--- src/move_pkg.sv ---
// Constants, enumerations and carrier types of the word move datapath
package move_pkg;

  // ********************
  // Word geometry (vector bit 35 is word bit 0, the sign)
  // ********************
  localparam int          WORD_W   = 36;      // Word width
  localparam int          ADDR_W   = 18;      // Address width
  localparam logic [5:0]  WORD_LEN = 6'h24;   // 36 as a position count
  localparam int          IND_BIT  = 22;      // Indirect flag, word bit 13
  localparam int          X_MSB    = 21;      // Index field, word bits 14-17
  localparam int          X_LSB    = 18;
  localparam int          EAW_MSB  = 22;      // Address word, bits 13-35
  localparam int          P_MSB    = 35;      // Position field, bits 0-5
  localparam int          P_LSB    = 30;
  localparam int          S_MSB    = 29;      // Size field, bits 6-11
  localparam int          S_LSB    = 24;
  localparam int          FPE_MSB  = 34;      // Exponent, word bits 1-8
  localparam int          FPE_LSB  = 27;      // Fraction starts at bit 9
  localparam logic [13:0] AC_HI    = 14'h0000; // Accumulators live at 0-15

  // ********************
  // Instruction encodings
  // ********************
  typedef enum logic [3:0] {
    OP_MOVE, OP_HALF, OP_LOAD_BYTE, OP_DEPOSIT_BYTE, OP_ADVANCE_PTR,
    OP_ADV_LOAD_BYTE, OP_ADV_DEPOSIT_BYTE, OP_SWAP_AC_MEM, OP_BLOCK_COPY
  } op_t;

  typedef enum logic [1:0] {
    XF_PLAIN, XF_HALVES_SWAPPED, XF_NEGATED, XF_MAGNITUDE
  } xform_t;

  typedef enum logic [1:0] {
    MD_BASIC, MD_IMMEDIATE, MD_MEMORY, MD_SELF
  } mode_t;

  typedef enum logic [1:0] {
    FILL_KEEP, FILL_ZERO, FILL_ONES, FILL_SIGN
  } fill_t;

  // Decoded instruction handed over by the decoder
  typedef struct packed {
    op_t         op;        // Operation
    xform_t      xform;     // Full word transform
    mode_t       mode;      // Transmission mode
    logic        src_left;  // Half move takes the left half
    logic        dst_left;  // Half move lands in the left half
    fill_t       fill;      // Treatment of the other half
    logic [3:0]  ac;        // Accumulator number
    logic [22:0] addr_word; // Indirect, index and address fields
  } instr_t;

  // Memory bus command
  typedef struct packed {
    logic        req;   // Access pending
    logic        we;    // Write
    logic [17:0] addr;  // Word address
    logic [35:0] wdata; // Write data
  } mem_cmd_t;

endpackage

--- src/move_datapath.sv ---
// Full word, half word, byte, exchange and block copy datapath
// What this block does
// - Full moves: plain, swapped, negated, magnitude
// - Basic loads accumulator, memory mode stores it
// - Immediate mode moves the effective address itself
// - Self mode transforms word in place
// - Source word untouched except in self mode
// - Sixteen half moves: source, destination, treatment
// - Other half kept, zeroed, ones or sign
// - Sign fill uses moved half's top bit
// - Half self mode rewrites word in place
// - Byte sits in bits 36-P-S to 35-P
// - Byte word address via normal address calculation
// - Advance: P-S, wrap bumps address, P=36-S
// - Load byte right justified, upper bits cleared
// - Deposit low S accumulator bits into byte
// - Advancing variants step pointer before access
// - Exchange swaps accumulator and memory word
// - Block copy from left half to right half
// - Block copy ends after writing effective address
// - Accumulator read once, saved on interrupt
// - Two's complement, carries out dropped, bit0 sign
// - Float negation is whole word complement
// - Float: sign, 8 bit exponent, 27 bit fraction
// - Address plus index, indirect repeats calculation
// - Accumulators and index registers are low memory
`timescale 1ns/1ps
`default_nettype none

module move_datapath
  import move_pkg::*;
(
  input  wire logic        core_clk,        // 10 MHz clock
  input  wire logic        resetn,          // Asynchronous reset
  input  wire logic        start,           // Begin instruction
  input  wire instr_t      instr,           // Decoded instruction
  input  wire logic        irq_req,         // Interrupt wants a break
  input  wire logic        mem_ack,         // Memory access completed
  input  wire logic [35:0] mem_rdata,       // Memory read data
  output var  mem_cmd_t    mem_cmd,         // Memory command
  output logic             busy,            // Instruction in progress
  output logic             done,            // Instruction finished
  output logic             blt_interrupted, // Block copy was broken off
  output logic [7:0]       res_exponent     // Exponent of last result
);

  // ********************
  // State encoding
  // ********************
  typedef enum logic [3:0] {
    ST_IDLE = 4'h0, ST_EA  = 4'h1, ST_IDX = 4'h3, ST_IND = 4'h2,
    ST_PTR  = 4'h6, ST_PWR = 4'h7, ST_RDM = 4'h5, ST_RDA = 4'h4,
    ST_CALC = 4'hC, ST_WRM = 4'hD, ST_WRA = 4'hF, ST_BRD = 4'hE,
    ST_BWR  = 4'hA, ST_BSAV = 4'hB, ST_DONE = 4'h9
  } state_t;

  state_t      state_q, state_d;   // Sequencer
  instr_t      ins_q, ins_d;       // Latched instruction
  logic [17:0] ea_q, ea_d;         // Address under calculation
  logic [3:0]  xr_q, xr_d;         // Pending index register
  logic        ind_q, ind_d;       // Pending indirection
  logic        bp_q, bp_d;         // Resolving the byte word address
  logic [35:0] ptr_q, ptr_d;       // Byte pointer
  logic [35:0] mq_q, mq_d;         // Memory operand
  logic [35:0] acv_q, acv_d;       // Accumulator operand
  logic [35:0] res_q, res_d;       // Result
  logic [17:0] src_q, src_d;       // Block copy source
  logic [17:0] dst_q, dst_d;       // Block copy destination
  logic        intr_q, intr_d;     // Block copy interrupted
  mem_cmd_t    cmd_q, cmd_d;       // Memory command
  logic [17:0] ac_addr;            // Accumulator address

  // ********************
  // Helper functions
  // ********************
  // Builds a memory command
  function automatic mem_cmd_t access(input logic we,
                                      input logic [17:0] a,
                                      input logic [35:0] d);
    access = '{req: 1'b1, we: we, addr: a, wdata: d};
  endfunction

  // Two's complement, carry out of the top bit dropped
  function automatic logic [35:0] negate(input logic [35:0] w);
    negate = ~w + 36'h1;
  endfunction

  // Ones in the low s bits
  function automatic logic [35:0] low_mask(input logic [5:0] s);
    low_mask = ~(36'hF_FFFF_FFFF << s);
  endfunction

  // Steps a pointer one byte to the right
  function automatic logic [35:0] advance(input logic [35:0] p);
    logic [5:0] pos;
    logic [5:0] sz;
    pos = p[P_MSB:P_LSB];
    sz = p[S_MSB:S_LSB];
    advance = p;
    if (pos < sz) begin
      advance[17:0] = p[17:0] + 18'h1;
      advance[P_MSB:P_LSB] = WORD_LEN - sz;
    end else begin
      advance[P_MSB:P_LSB] = pos - sz;
    end
  endfunction

  // Full and half word move result
  function automatic logic [35:0] move_result(input instr_t i,
                                              input logic [35:0] m,
                                              input logic [35:0] a);
    logic [35:0] src;
    logic [35:0] old;
    logic [17:0] h;
    logic [17:0] oth;
    // Memory mode moves the accumulator, immediate the address, others the memory word
    src = (i.mode == MD_MEMORY) ? a : m;
    // Destination is the accumulator in basic and immediate mode
    old = (i.mode == MD_MEMORY || i.mode == MD_SELF) ? m : a;
    h = i.src_left ? src[35:18] : src[17:0];
    oth = i.dst_left ? old[17:0] : old[35:18];
    move_result = src;
    if (i.op == OP_MOVE) begin
      case (i.xform)
        XF_HALVES_SWAPPED: move_result = {src[17:0], src[35:18]};
        XF_NEGATED:        move_result = negate(src);
        XF_MAGNITUDE:      move_result = src[35] ? negate(src) : src;
        default:           move_result = src;
      endcase
    end else begin
      case (i.fill)
        FILL_ZERO: oth = 18'h0_0000;
        FILL_ONES: oth = 18'h3_FFFF;
        FILL_SIGN: oth = {18{h[17]}};
        default:   oth = oth;
      endcase
      move_result = i.dst_left ? {h, oth} : {oth, h};
    end
  endfunction

  // ********************
  // Decoded properties of the latched instruction
  // ********************
  logic is_move;     // Full or half move
  logic is_byte;     // Any byte operation
  logic is_adv;      // Pointer stepped first
  logic is_dep;      // Deposit variants
  logic needs_ac;    // Accumulator operand read
  logic writes_mem;  // Result goes to memory
  logic [5:0] bpos;  // Byte position
  logic [5:0] bsz;   // Byte size

  always_comb begin
    is_move = (ins_q.op == OP_MOVE) || (ins_q.op == OP_HALF);
    is_adv = (ins_q.op == OP_ADVANCE_PTR) ||
             (ins_q.op == OP_ADV_LOAD_BYTE) ||
             (ins_q.op == OP_ADV_DEPOSIT_BYTE);
    is_dep = (ins_q.op == OP_DEPOSIT_BYTE) ||
             (ins_q.op == OP_ADV_DEPOSIT_BYTE);
    is_byte = is_adv || is_dep || (ins_q.op == OP_LOAD_BYTE);
    // Self mode reads only the memory word
    needs_ac = (is_move && ins_q.mode != MD_SELF) || is_dep ||
               (ins_q.op == OP_SWAP_AC_MEM);
    writes_mem = (is_move && (ins_q.mode == MD_MEMORY ||
                              ins_q.mode == MD_SELF)) || is_dep ||
                 (ins_q.op == OP_SWAP_AC_MEM);
    bpos = ptr_q[P_MSB:P_LSB];
    bsz = ptr_q[S_MSB:S_LSB];
  end

  assign ac_addr = {AC_HI, ins_q.ac};

  // ********************
  // Sequencer next state
  // ********************
  always_comb begin
    state_d = state_q;
    ins_d = ins_q;
    ea_d = ea_q;
    xr_d = xr_q;
    ind_d = ind_q;
    bp_d = bp_q;
    ptr_d = ptr_q;
    mq_d = mq_q;
    acv_d = acv_q;
    res_d = res_q;
    src_d = src_q;
    dst_d = dst_q;
    intr_d = intr_q;
    cmd_d = cmd_q;
    // Command drops once memory answers
    if (mem_ack) begin
      cmd_d.req = 1'b0;
    end
    case (state_q)
      // Wait for an instruction
      ST_IDLE: begin
        if (start) begin
          ins_d = instr;
          ea_d = instr.addr_word[17:0];
          xr_d = instr.addr_word[X_MSB:X_LSB];
          ind_d = instr.addr_word[IND_BIT];
          bp_d = 1'b0;
          intr_d = 1'b0;
          state_d = ST_EA;
        end
      end
      // Address calculation step
      ST_EA: begin
        if (xr_q != 4'h0) begin
          cmd_d = access(1'b0, {AC_HI, xr_q}, 36'h0);
          state_d = ST_IDX;
        end else if (ind_q) begin
          cmd_d = access(1'b0, ea_q, 36'h0);
          state_d = ST_IND;
        end else if (is_byte && !bp_q) begin
          cmd_d = access(1'b0, ea_q, 36'h0);
          state_d = ST_PTR;
        end else if (ins_q.op == OP_BLOCK_COPY) begin
          cmd_d = access(1'b0, ac_addr, 36'h0);
          state_d = ST_RDA;
        end else if (is_move && ins_q.mode == MD_IMMEDIATE) begin
          mq_d = {18'h0_0000, ea_q};
          cmd_d = access(1'b0, ac_addr, 36'h0);
          state_d = ST_RDA;
        end else begin
          cmd_d = access(1'b0, ea_q, 36'h0);
          state_d = ST_RDM;
        end
      end
      // Index register right half added, carry dropped
      ST_IDX: begin
        if (mem_ack) begin
          ea_d = ea_q + mem_rdata[17:0];
          xr_d = 4'h0;
          state_d = ST_EA;
        end
      end
      // Indirect word restarts the calculation
      ST_IND: begin
        if (mem_ack) begin
          ea_d = mem_rdata[17:0];
          xr_d = mem_rdata[X_MSB:X_LSB];
          ind_d = mem_rdata[IND_BIT];
          state_d = ST_EA;
        end
      end
      // Pointer fetched
      ST_PTR: begin
        if (mem_ack) begin
          if (is_adv) begin
            ptr_d = advance(mem_rdata);
            cmd_d = access(1'b1, ea_q, advance(mem_rdata));
            state_d = ST_PWR;
          end else begin
            ptr_d = mem_rdata;
            ea_d = mem_rdata[17:0];
            xr_d = mem_rdata[X_MSB:X_LSB];
            ind_d = mem_rdata[IND_BIT];
            bp_d = 1'b1;
            state_d = ST_EA;
          end
        end
      end
      // Advanced pointer written back
      ST_PWR: begin
        if (mem_ack) begin
          if (ins_q.op == OP_ADVANCE_PTR) begin
            state_d = ST_DONE;
          end else begin
            ea_d = ptr_q[17:0];
            xr_d = ptr_q[X_MSB:X_LSB];
            ind_d = ptr_q[IND_BIT];
            bp_d = 1'b1;
            state_d = ST_EA;
          end
        end
      end
      // Memory operand
      ST_RDM: begin
        if (mem_ack) begin
          mq_d = mem_rdata;
          if (needs_ac) begin
            cmd_d = access(1'b0, ac_addr, 36'h0);
            state_d = ST_RDA;
          end else begin
            state_d = ST_CALC;
          end
        end
      end
      // Accumulator operand
      ST_RDA: begin
        if (mem_ack) begin
          acv_d = mem_rdata;
          if (ins_q.op == OP_BLOCK_COPY) begin
            src_d = mem_rdata[35:18];
            dst_d = mem_rdata[17:0];
            cmd_d = access(1'b0, mem_rdata[35:18], 36'h0);
            state_d = ST_BRD;
          end else begin
            state_d = ST_CALC;
          end
        end
      end
      // Form the result and pick its destination
      ST_CALC: begin
        if (ins_q.op == OP_SWAP_AC_MEM) begin
          res_d = acv_q;
        end else if (is_dep) begin
          res_d = (mq_q & ~(low_mask(bsz) << bpos)) |
                  ((acv_q & low_mask(bsz)) << bpos);
        end else if (is_byte) begin
          res_d = (mq_q >> bpos) & low_mask(bsz);
        end else begin
          res_d = move_result(ins_q, mq_q, acv_q);
        end
        if (writes_mem) begin
          cmd_d = access(1'b1, ea_q, res_d);
          state_d = ST_WRM;
        end else begin
          cmd_d = access(1'b1, ac_addr, res_d);
          state_d = ST_WRA;
        end
      end
      // Memory write; exchange then writes the accumulator
      ST_WRM: begin
        if (mem_ack) begin
          if (ins_q.op == OP_SWAP_AC_MEM) begin
            cmd_d = access(1'b1, ac_addr, mq_q);
            state_d = ST_WRA;
          end else begin
            state_d = ST_DONE;
          end
        end
      end
      // Accumulator write
      ST_WRA: begin
        if (mem_ack) begin
          state_d = ST_DONE;
        end
      end
      // Block copy read of one source word
      ST_BRD: begin
        if (mem_ack) begin
          mq_d = mem_rdata;
          cmd_d = access(1'b1, dst_q, mem_rdata);
          state_d = ST_BWR;
        end
      end
      // Block copy write; last when it hits the address
      ST_BWR: begin
        if (mem_ack) begin
          src_d = src_q + 18'h1;
          dst_d = dst_q + 18'h1;
          if (dst_q == ea_q) begin
            state_d = ST_DONE;
          end else if (irq_req) begin
            cmd_d = access(1'b1, ac_addr,
                           {src_q + 18'h1, dst_q + 18'h1});
            state_d = ST_BSAV;
          end else begin
            cmd_d = access(1'b0, src_q + 18'h1, 36'h0);
            state_d = ST_BRD;
          end
        end
      end
      // Progress saved for resumption
      ST_BSAV: begin
        if (mem_ack) begin
          intr_d = 1'b1;
          state_d = ST_DONE;
        end
      end
      // One cycle of completion
      ST_DONE: begin
        state_d = ST_IDLE;
      end
      default: begin
        state_d = ST_IDLE;
      end
    endcase
  end

  // ********************
  // Registers
  // ********************
  always_ff @(posedge core_clk or negedge resetn) begin
    if (!resetn) begin
      state_q <= ST_IDLE;
      ins_q <= '0;
      ea_q <= '0;
      xr_q <= '0;
      ind_q <= 1'b0;
      bp_q <= 1'b0;
      ptr_q <= '0;
      mq_q <= '0;
      acv_q <= '0;
      res_q <= '0;
      src_q <= '0;
      dst_q <= '0;
      intr_q <= 1'b0;
      cmd_q <= '0;
    end else begin
      state_q <= state_d;
      ins_q <= ins_d;
      ea_q <= ea_d;
      xr_q <= xr_d;
      ind_q <= ind_d;
      bp_q <= bp_d;
      ptr_q <= ptr_d;
      mq_q <= mq_d;
      acv_q <= acv_d;
      res_q <= res_d;
      src_q <= src_d;
      dst_q <= dst_d;
      intr_q <= intr_d;
      cmd_q <= cmd_d;
    end
  end

  // ********************
  // Outputs
  // ********************
  assign mem_cmd = cmd_q;
  assign busy = (state_q != ST_IDLE);
  assign done = (state_q == ST_DONE);
  assign blt_interrupted = intr_q;
  assign res_exponent = res_q[FPE_MSB:FPE_LSB];

endmodule

`default_nettype wire

--- config.mk ---
export PLATFORM = sky130hd
export DESIGN_NAME = move_datapath
export DESIGN_NICKNAME = d
export VERILOG_FILES = /design/src/move_pkg.sv /design/src/move_datapath.sv
export SDC_FILE = /design/constraint.sdc
export NUM_CORES = 1
export LEC_CHECK = 0
export ABC_AREA = 0
export ABC_CLOCK_PERIOD_IN_PS = 6900
export BUFFER_PORTS_ARGS = -buffer_cell sky130_fd_sc_hd__buf_2
export CAP_MARGIN = 20
export CELL_PAD_IN_SITES_DETAIL_PLACEMENT = 1
export CELL_PAD_IN_SITES_GLOBAL_PLACEMENT = 1
export CORE_ASPECT_RATIO = 0.7
export CORE_UTILIZATION = 30
export CTS_CLUSTER_SIZE = 14
export DETAILED_ROUTE_END_ITERATION = 10
export HOLD_SLACK_MARGIN = 0.02
export PLACE_DENSITY = 0.55
export SETUP_SLACK_MARGIN = 0.5
export SYNTH_ARGS = -nofsm -noshare
export SYNTH_HDL_FRONTEND = slang
export SYNTH_SLANG_ARGS = --single-unit
export TNS_END_PERCENT = 5
--- constraint.sdc ---
create_clock -name core_clk -period 6.9 [get_ports core_clk]
set_input_delay 1.38 -clock core_clk [delete_from_list [all_inputs] [get_ports core_clk]]
set_output_delay 1.38 -clock core_clk [all_outputs]
set_load 0.01 [all_outputs]
==> impl_results.md <==
- Worst setup SP type: flip-flop
- GRT Total Usage: 0.444
- Die Ht: 247 um
- Final worst path period share: 0.801
- R2R depth: 14
- Biggest area consumer among synthesized cells: dfrtp_1
- Finish-stage setup viols: 0
- Slew @ Worst Pin: roughly 1400 ps
- EDFF count, synth: 0
- Power density over the cells: approximately 690 mW/mm^2
- DIE AREA: just under 0.09 mm^2
- Status: finished clean
- DP Cell Count: between 4,000 and 5,000
- Post-CTS Resized: 0
- Syn Area/Cell: about 7.6 um^2
- Area delta synth->final: 13.4%
- Max H-tree Level: 1
- Worst vdd ir: 0.447 mV
- DR vias: roughly 33,000
- FFs w/ async S/R, synth: 1.00
- Worst EP required: about 7400 ps
- Syn nets: 3,519
- DR pass1 iterations: 6
- Core area: between 0.08 and 0.09 mm^2
- Max Clock Skew: roughly 44 ps
- Predominant post-synthesis flop cell: dfrtp_1
- Yosys top cell area share: 0.245
- Fin crit period: approximately 5500 ps
- Post-route ant nets: 0
- Number of max-cap violations: 0
- Hold Vio Cnt, Final: 0
- DRT iter0 DRCs: around 5,400
- Main area contributors after synthesis: dfrtp_1 24%, nand2_1 7.7%, mux2i_1 5.8%
- Row count: 89
- Worst Hold Depth: 2
- RSZ-0062 raised after global routing: false
- Finished Core Util: 0.345
- Synth Warn #: 0
- Synth cell types: between 90 and 100
- # fillers: approximately 10,000
- Vias in the first global route: between 30,000 and 40,000
- Mapped Cells: roughly 3,400
- Antenna violations before repair: 36
- GR Overflow Total: 0
- Die width: around 350 um
- Slew HR: 0.0740
- TritonCTS sink count: 252
- Leakage power figure: 11.8 nW
- Final worst slack: 1370 ps
- First-pass GRT wire length: about 270,000 um
- Setup bufs post-CTS: 0
- Total Wirelength: between 150,000 and 200,000 um
- Layout Cells excl Fill: around 4,600
- Clock root buffer: clkbuf_16
- Setup WS pre-CTS: ~1700 ps
- Largest net degree at the start of global routing: between 100 and 150
- CTS tree: built
- Hold WC Path Type: reg -> reg
- Post-Route Setup TNS: 0 ps
- Routed vias/inst: about 7.1
- GPL Wtd Cong: between 1 and 1.5
- Ports: 147
- DP HPWL: 151,000 um
- CP Max Fanout: 37
- CP endpoint kind: flip-flop
- Fmax: approximately 180 MHz
- Arrival time of the worst setup path: between 6000 and 7000 ps
- Post-layout nets: 3,545
- Port-buffer cells: 146
- Worst-path clk slew: 70 ps
- Number of synthesized register bits: approximately 250
- Max-slew violations: 0
- Clock latency on the worst-skew pair: around 660 ps
- Hold_buf cts: 0
- Initial core utilization: 0.305
- CTS Buf Count: 30
- WL/cell: 43.2 um
- Mapped cell area: 0.0258 mm^2
- Share of layout cells above drive strength 1: 0.161
- Clock Path Buffers: 3
- Hold Slack: ~490 ps
- Setup CP Type: reg -> reg
- Post-synthesis sequential area ratio: 0.245
- Drt drc: 0
[path summary, 6_finish.rpt]
check / startpoint / endpoint / slack [ps]
max: ins_q[31]$_DFFE_PN0P_ / mem_cmd[35]$_DFFE_PN0P_ / 1370
min: mem_cmd[54]$_DFFE_PN0P_ / mem_cmd[54]$_DFFE_PN0P_ / 490
max reg2reg: ins_q[31]$_DFFE_PN0P_ / mem_cmd[35]$_DFFE_PN0P_ / 1370
min reg2reg: mem_cmd[54]$_DFFE_PN0P_ / mem_cmd[54]$_DFFE_PN0P_ / 490
max in group asynchronous: resetn / ptr_q[15]$_DFFE_PN0P_ / 4670
min in group asynchronous: resetn / ac_addr[0]$_DFFE_PN0P_ / 760
[area by class of cell]
type / count / area, um^2 / share of cell area
Clock inverter: 16 / 154 / 0.00526
Multi-Input combinational cell: 2768 / 18000 / 0.617
Timing Repair Buffer: 333 / 2230 / 0.0761
Clock buffer: 40 / 870 / 0.0297
Antenna cell: 12 / 30.0 / 0.00103
Sequential cell: 252 / 6320 / 0.216
Inverter: 49 / 184 / 0.00629
Tap cell: 1137 / 1420 / 0.0487
[cell usage in the layout, fill, tap and decap left out, types with 13 or more instances in the layout]
| master | instances |
|---|---|
| a2111oi_0 | 16 |
| a211oi_1 | 44 |
| a21o_1 | 27 |
| a21oi_1 | 197 |
| a221oi_1 | 48 |
| a222oi_1 | 31 |
| a22o_1 | 20 |
| a22oi_1 | 26 |
| a31oi_1 | 66 |
| and2_1 | 15 |
| and3_1 | 34 |
| buf_2 | 147 |
| buf_4 | 176 |
| clkbuf_16 | 31 |
| dfrtp_1 | 246 |
| ha_1 | 29 |
| inv_1 | 41 |
| mux2_2 | 59 |
| mux2i_1 | 150 |
| mux4_2 | 52 |
| nand2_1 | 527 |
| nand2b_1 | 13 |
| nand3_1 | 106 |
| nand4_1 | 26 |
| nor2_1 | 298 |
| nor3_1 | 68 |
| o211ai_1 | 75 |
| o21a_1 | 19 |
| o21ai_0 | 294 |
| o221ai_1 | 29 |
| o22a_1 | 16 |
| o22ai_1 | 54 |
| o311ai_0 | 14 |
| o31ai_1 | 42 |
| or3_1 | 16 |
| xnor2_1 | 60 |
| xor2_1 | 49 |
[cells by family (layout without fill, tap and decap cells)]
logic type	count (synthesis)	count (layout)	share of synthesized area
XOR/XNOR	109	109	0.0370
buffers and inverters	388	438	0.0601
other	0	12	0
multiplexers	263	263	0.130
adder cells (fa/ha/maj)	33	33	0.0164
AND/OR/NAND/NOR	1187	1187	0.203
flip-flops	252	252	0.245
AO/OA/AOI/OAI	1176	1176	0.309
[cells in the mapped netlist (12+ instances only)]
master / count
a21oi_1: 198
a311oi_1: 12
o311ai_0: 15
o21a_1: 19
mux2i_1: 150
nor4_1: 13
dfrtp_1: 252
inv_1: 42
o21ai_0: 296
a222oi_1: 31
o221ai_1: 30
and2_1: 15
o22a_1: 16
mux4_2: 52
a221oi_1: 48
mux2_2: 59
nand2b_1: 13
nor2_1: 303
nor3_1: 70
a22oi_1: 26
a22o_1: 20
xnor2_1: 60
nand4_1: 26
a211o_1: 12
and3_1: 34
a31oi_1: 66
buf_2: 44
nand2_1: 527
ha_1: 29
clkbuf_1: 247
a211oi_1: 44
nand3_1: 108
o22ai_1: 54
or3_1: 16
buf_1: 38
a21o_1: 27
o211ai_1: 75
a2111oi_0: 18
o31ai_1: 42
xor2_1: 49
[per-layer routing]
| metal | part of all wire | wire length [um] | global-route usage | vias to the layer above |
|---|---|---|---|---|
| li1 | - | - | - | 12900 |
| met1 | 0.43 | 86200 | 0.620 | 16900 |
| met2 | 0.38 | 74800 | 0.589 | 2453 |
| met3 | 0.14 | 28600 | 0.187 | 463 |
| met4 | 0.047 | 9350 | 0.180 | 20 |
| met5 | 0.00072 | 143 | 0 | - |
[where the power goes]
part           internal, W  switching, W  total (W)
clock network     0.000960      0.000796    0.00176
logic              0.00431        0.0107     0.0150
registers          0.00214       0.00137    0.00351
[state kept, by name (all words and copies together), names as in the netlist, 8 cells and up]
signal   flops
mem_cmd     56
acv_q       36
mq_q        36
ptr_q       35
dst_q       18
ea_q        18
src_q       18
ins_q       12
res_q        8
[critical path, stage by stage, from the launching register on]
cell     delay (ps)
dfrtp_1         550
nor2b_4         320
buf_4           560
mux2i_1         730
and3_1          360
nand4_2         280
nor3_1          290
ha_1            160
inv_1            30
mux4_2          430
a21oi_1         290
o21ai_0         260
a32oi_1         730
a31oi_1         200
o22a_1          200
[metrics by stage]
step	area, um^2	total power [W]
6_report	29200	0.0203
5_1_grt	29200	0.0205
4_1_cts	29200	0.0193
3_5_place_dp	28100	0.0175
3_3_place_gp	28100	0.0174
2_1_floorplan	25800	0.0105
(Power assumes the default switching activity.)
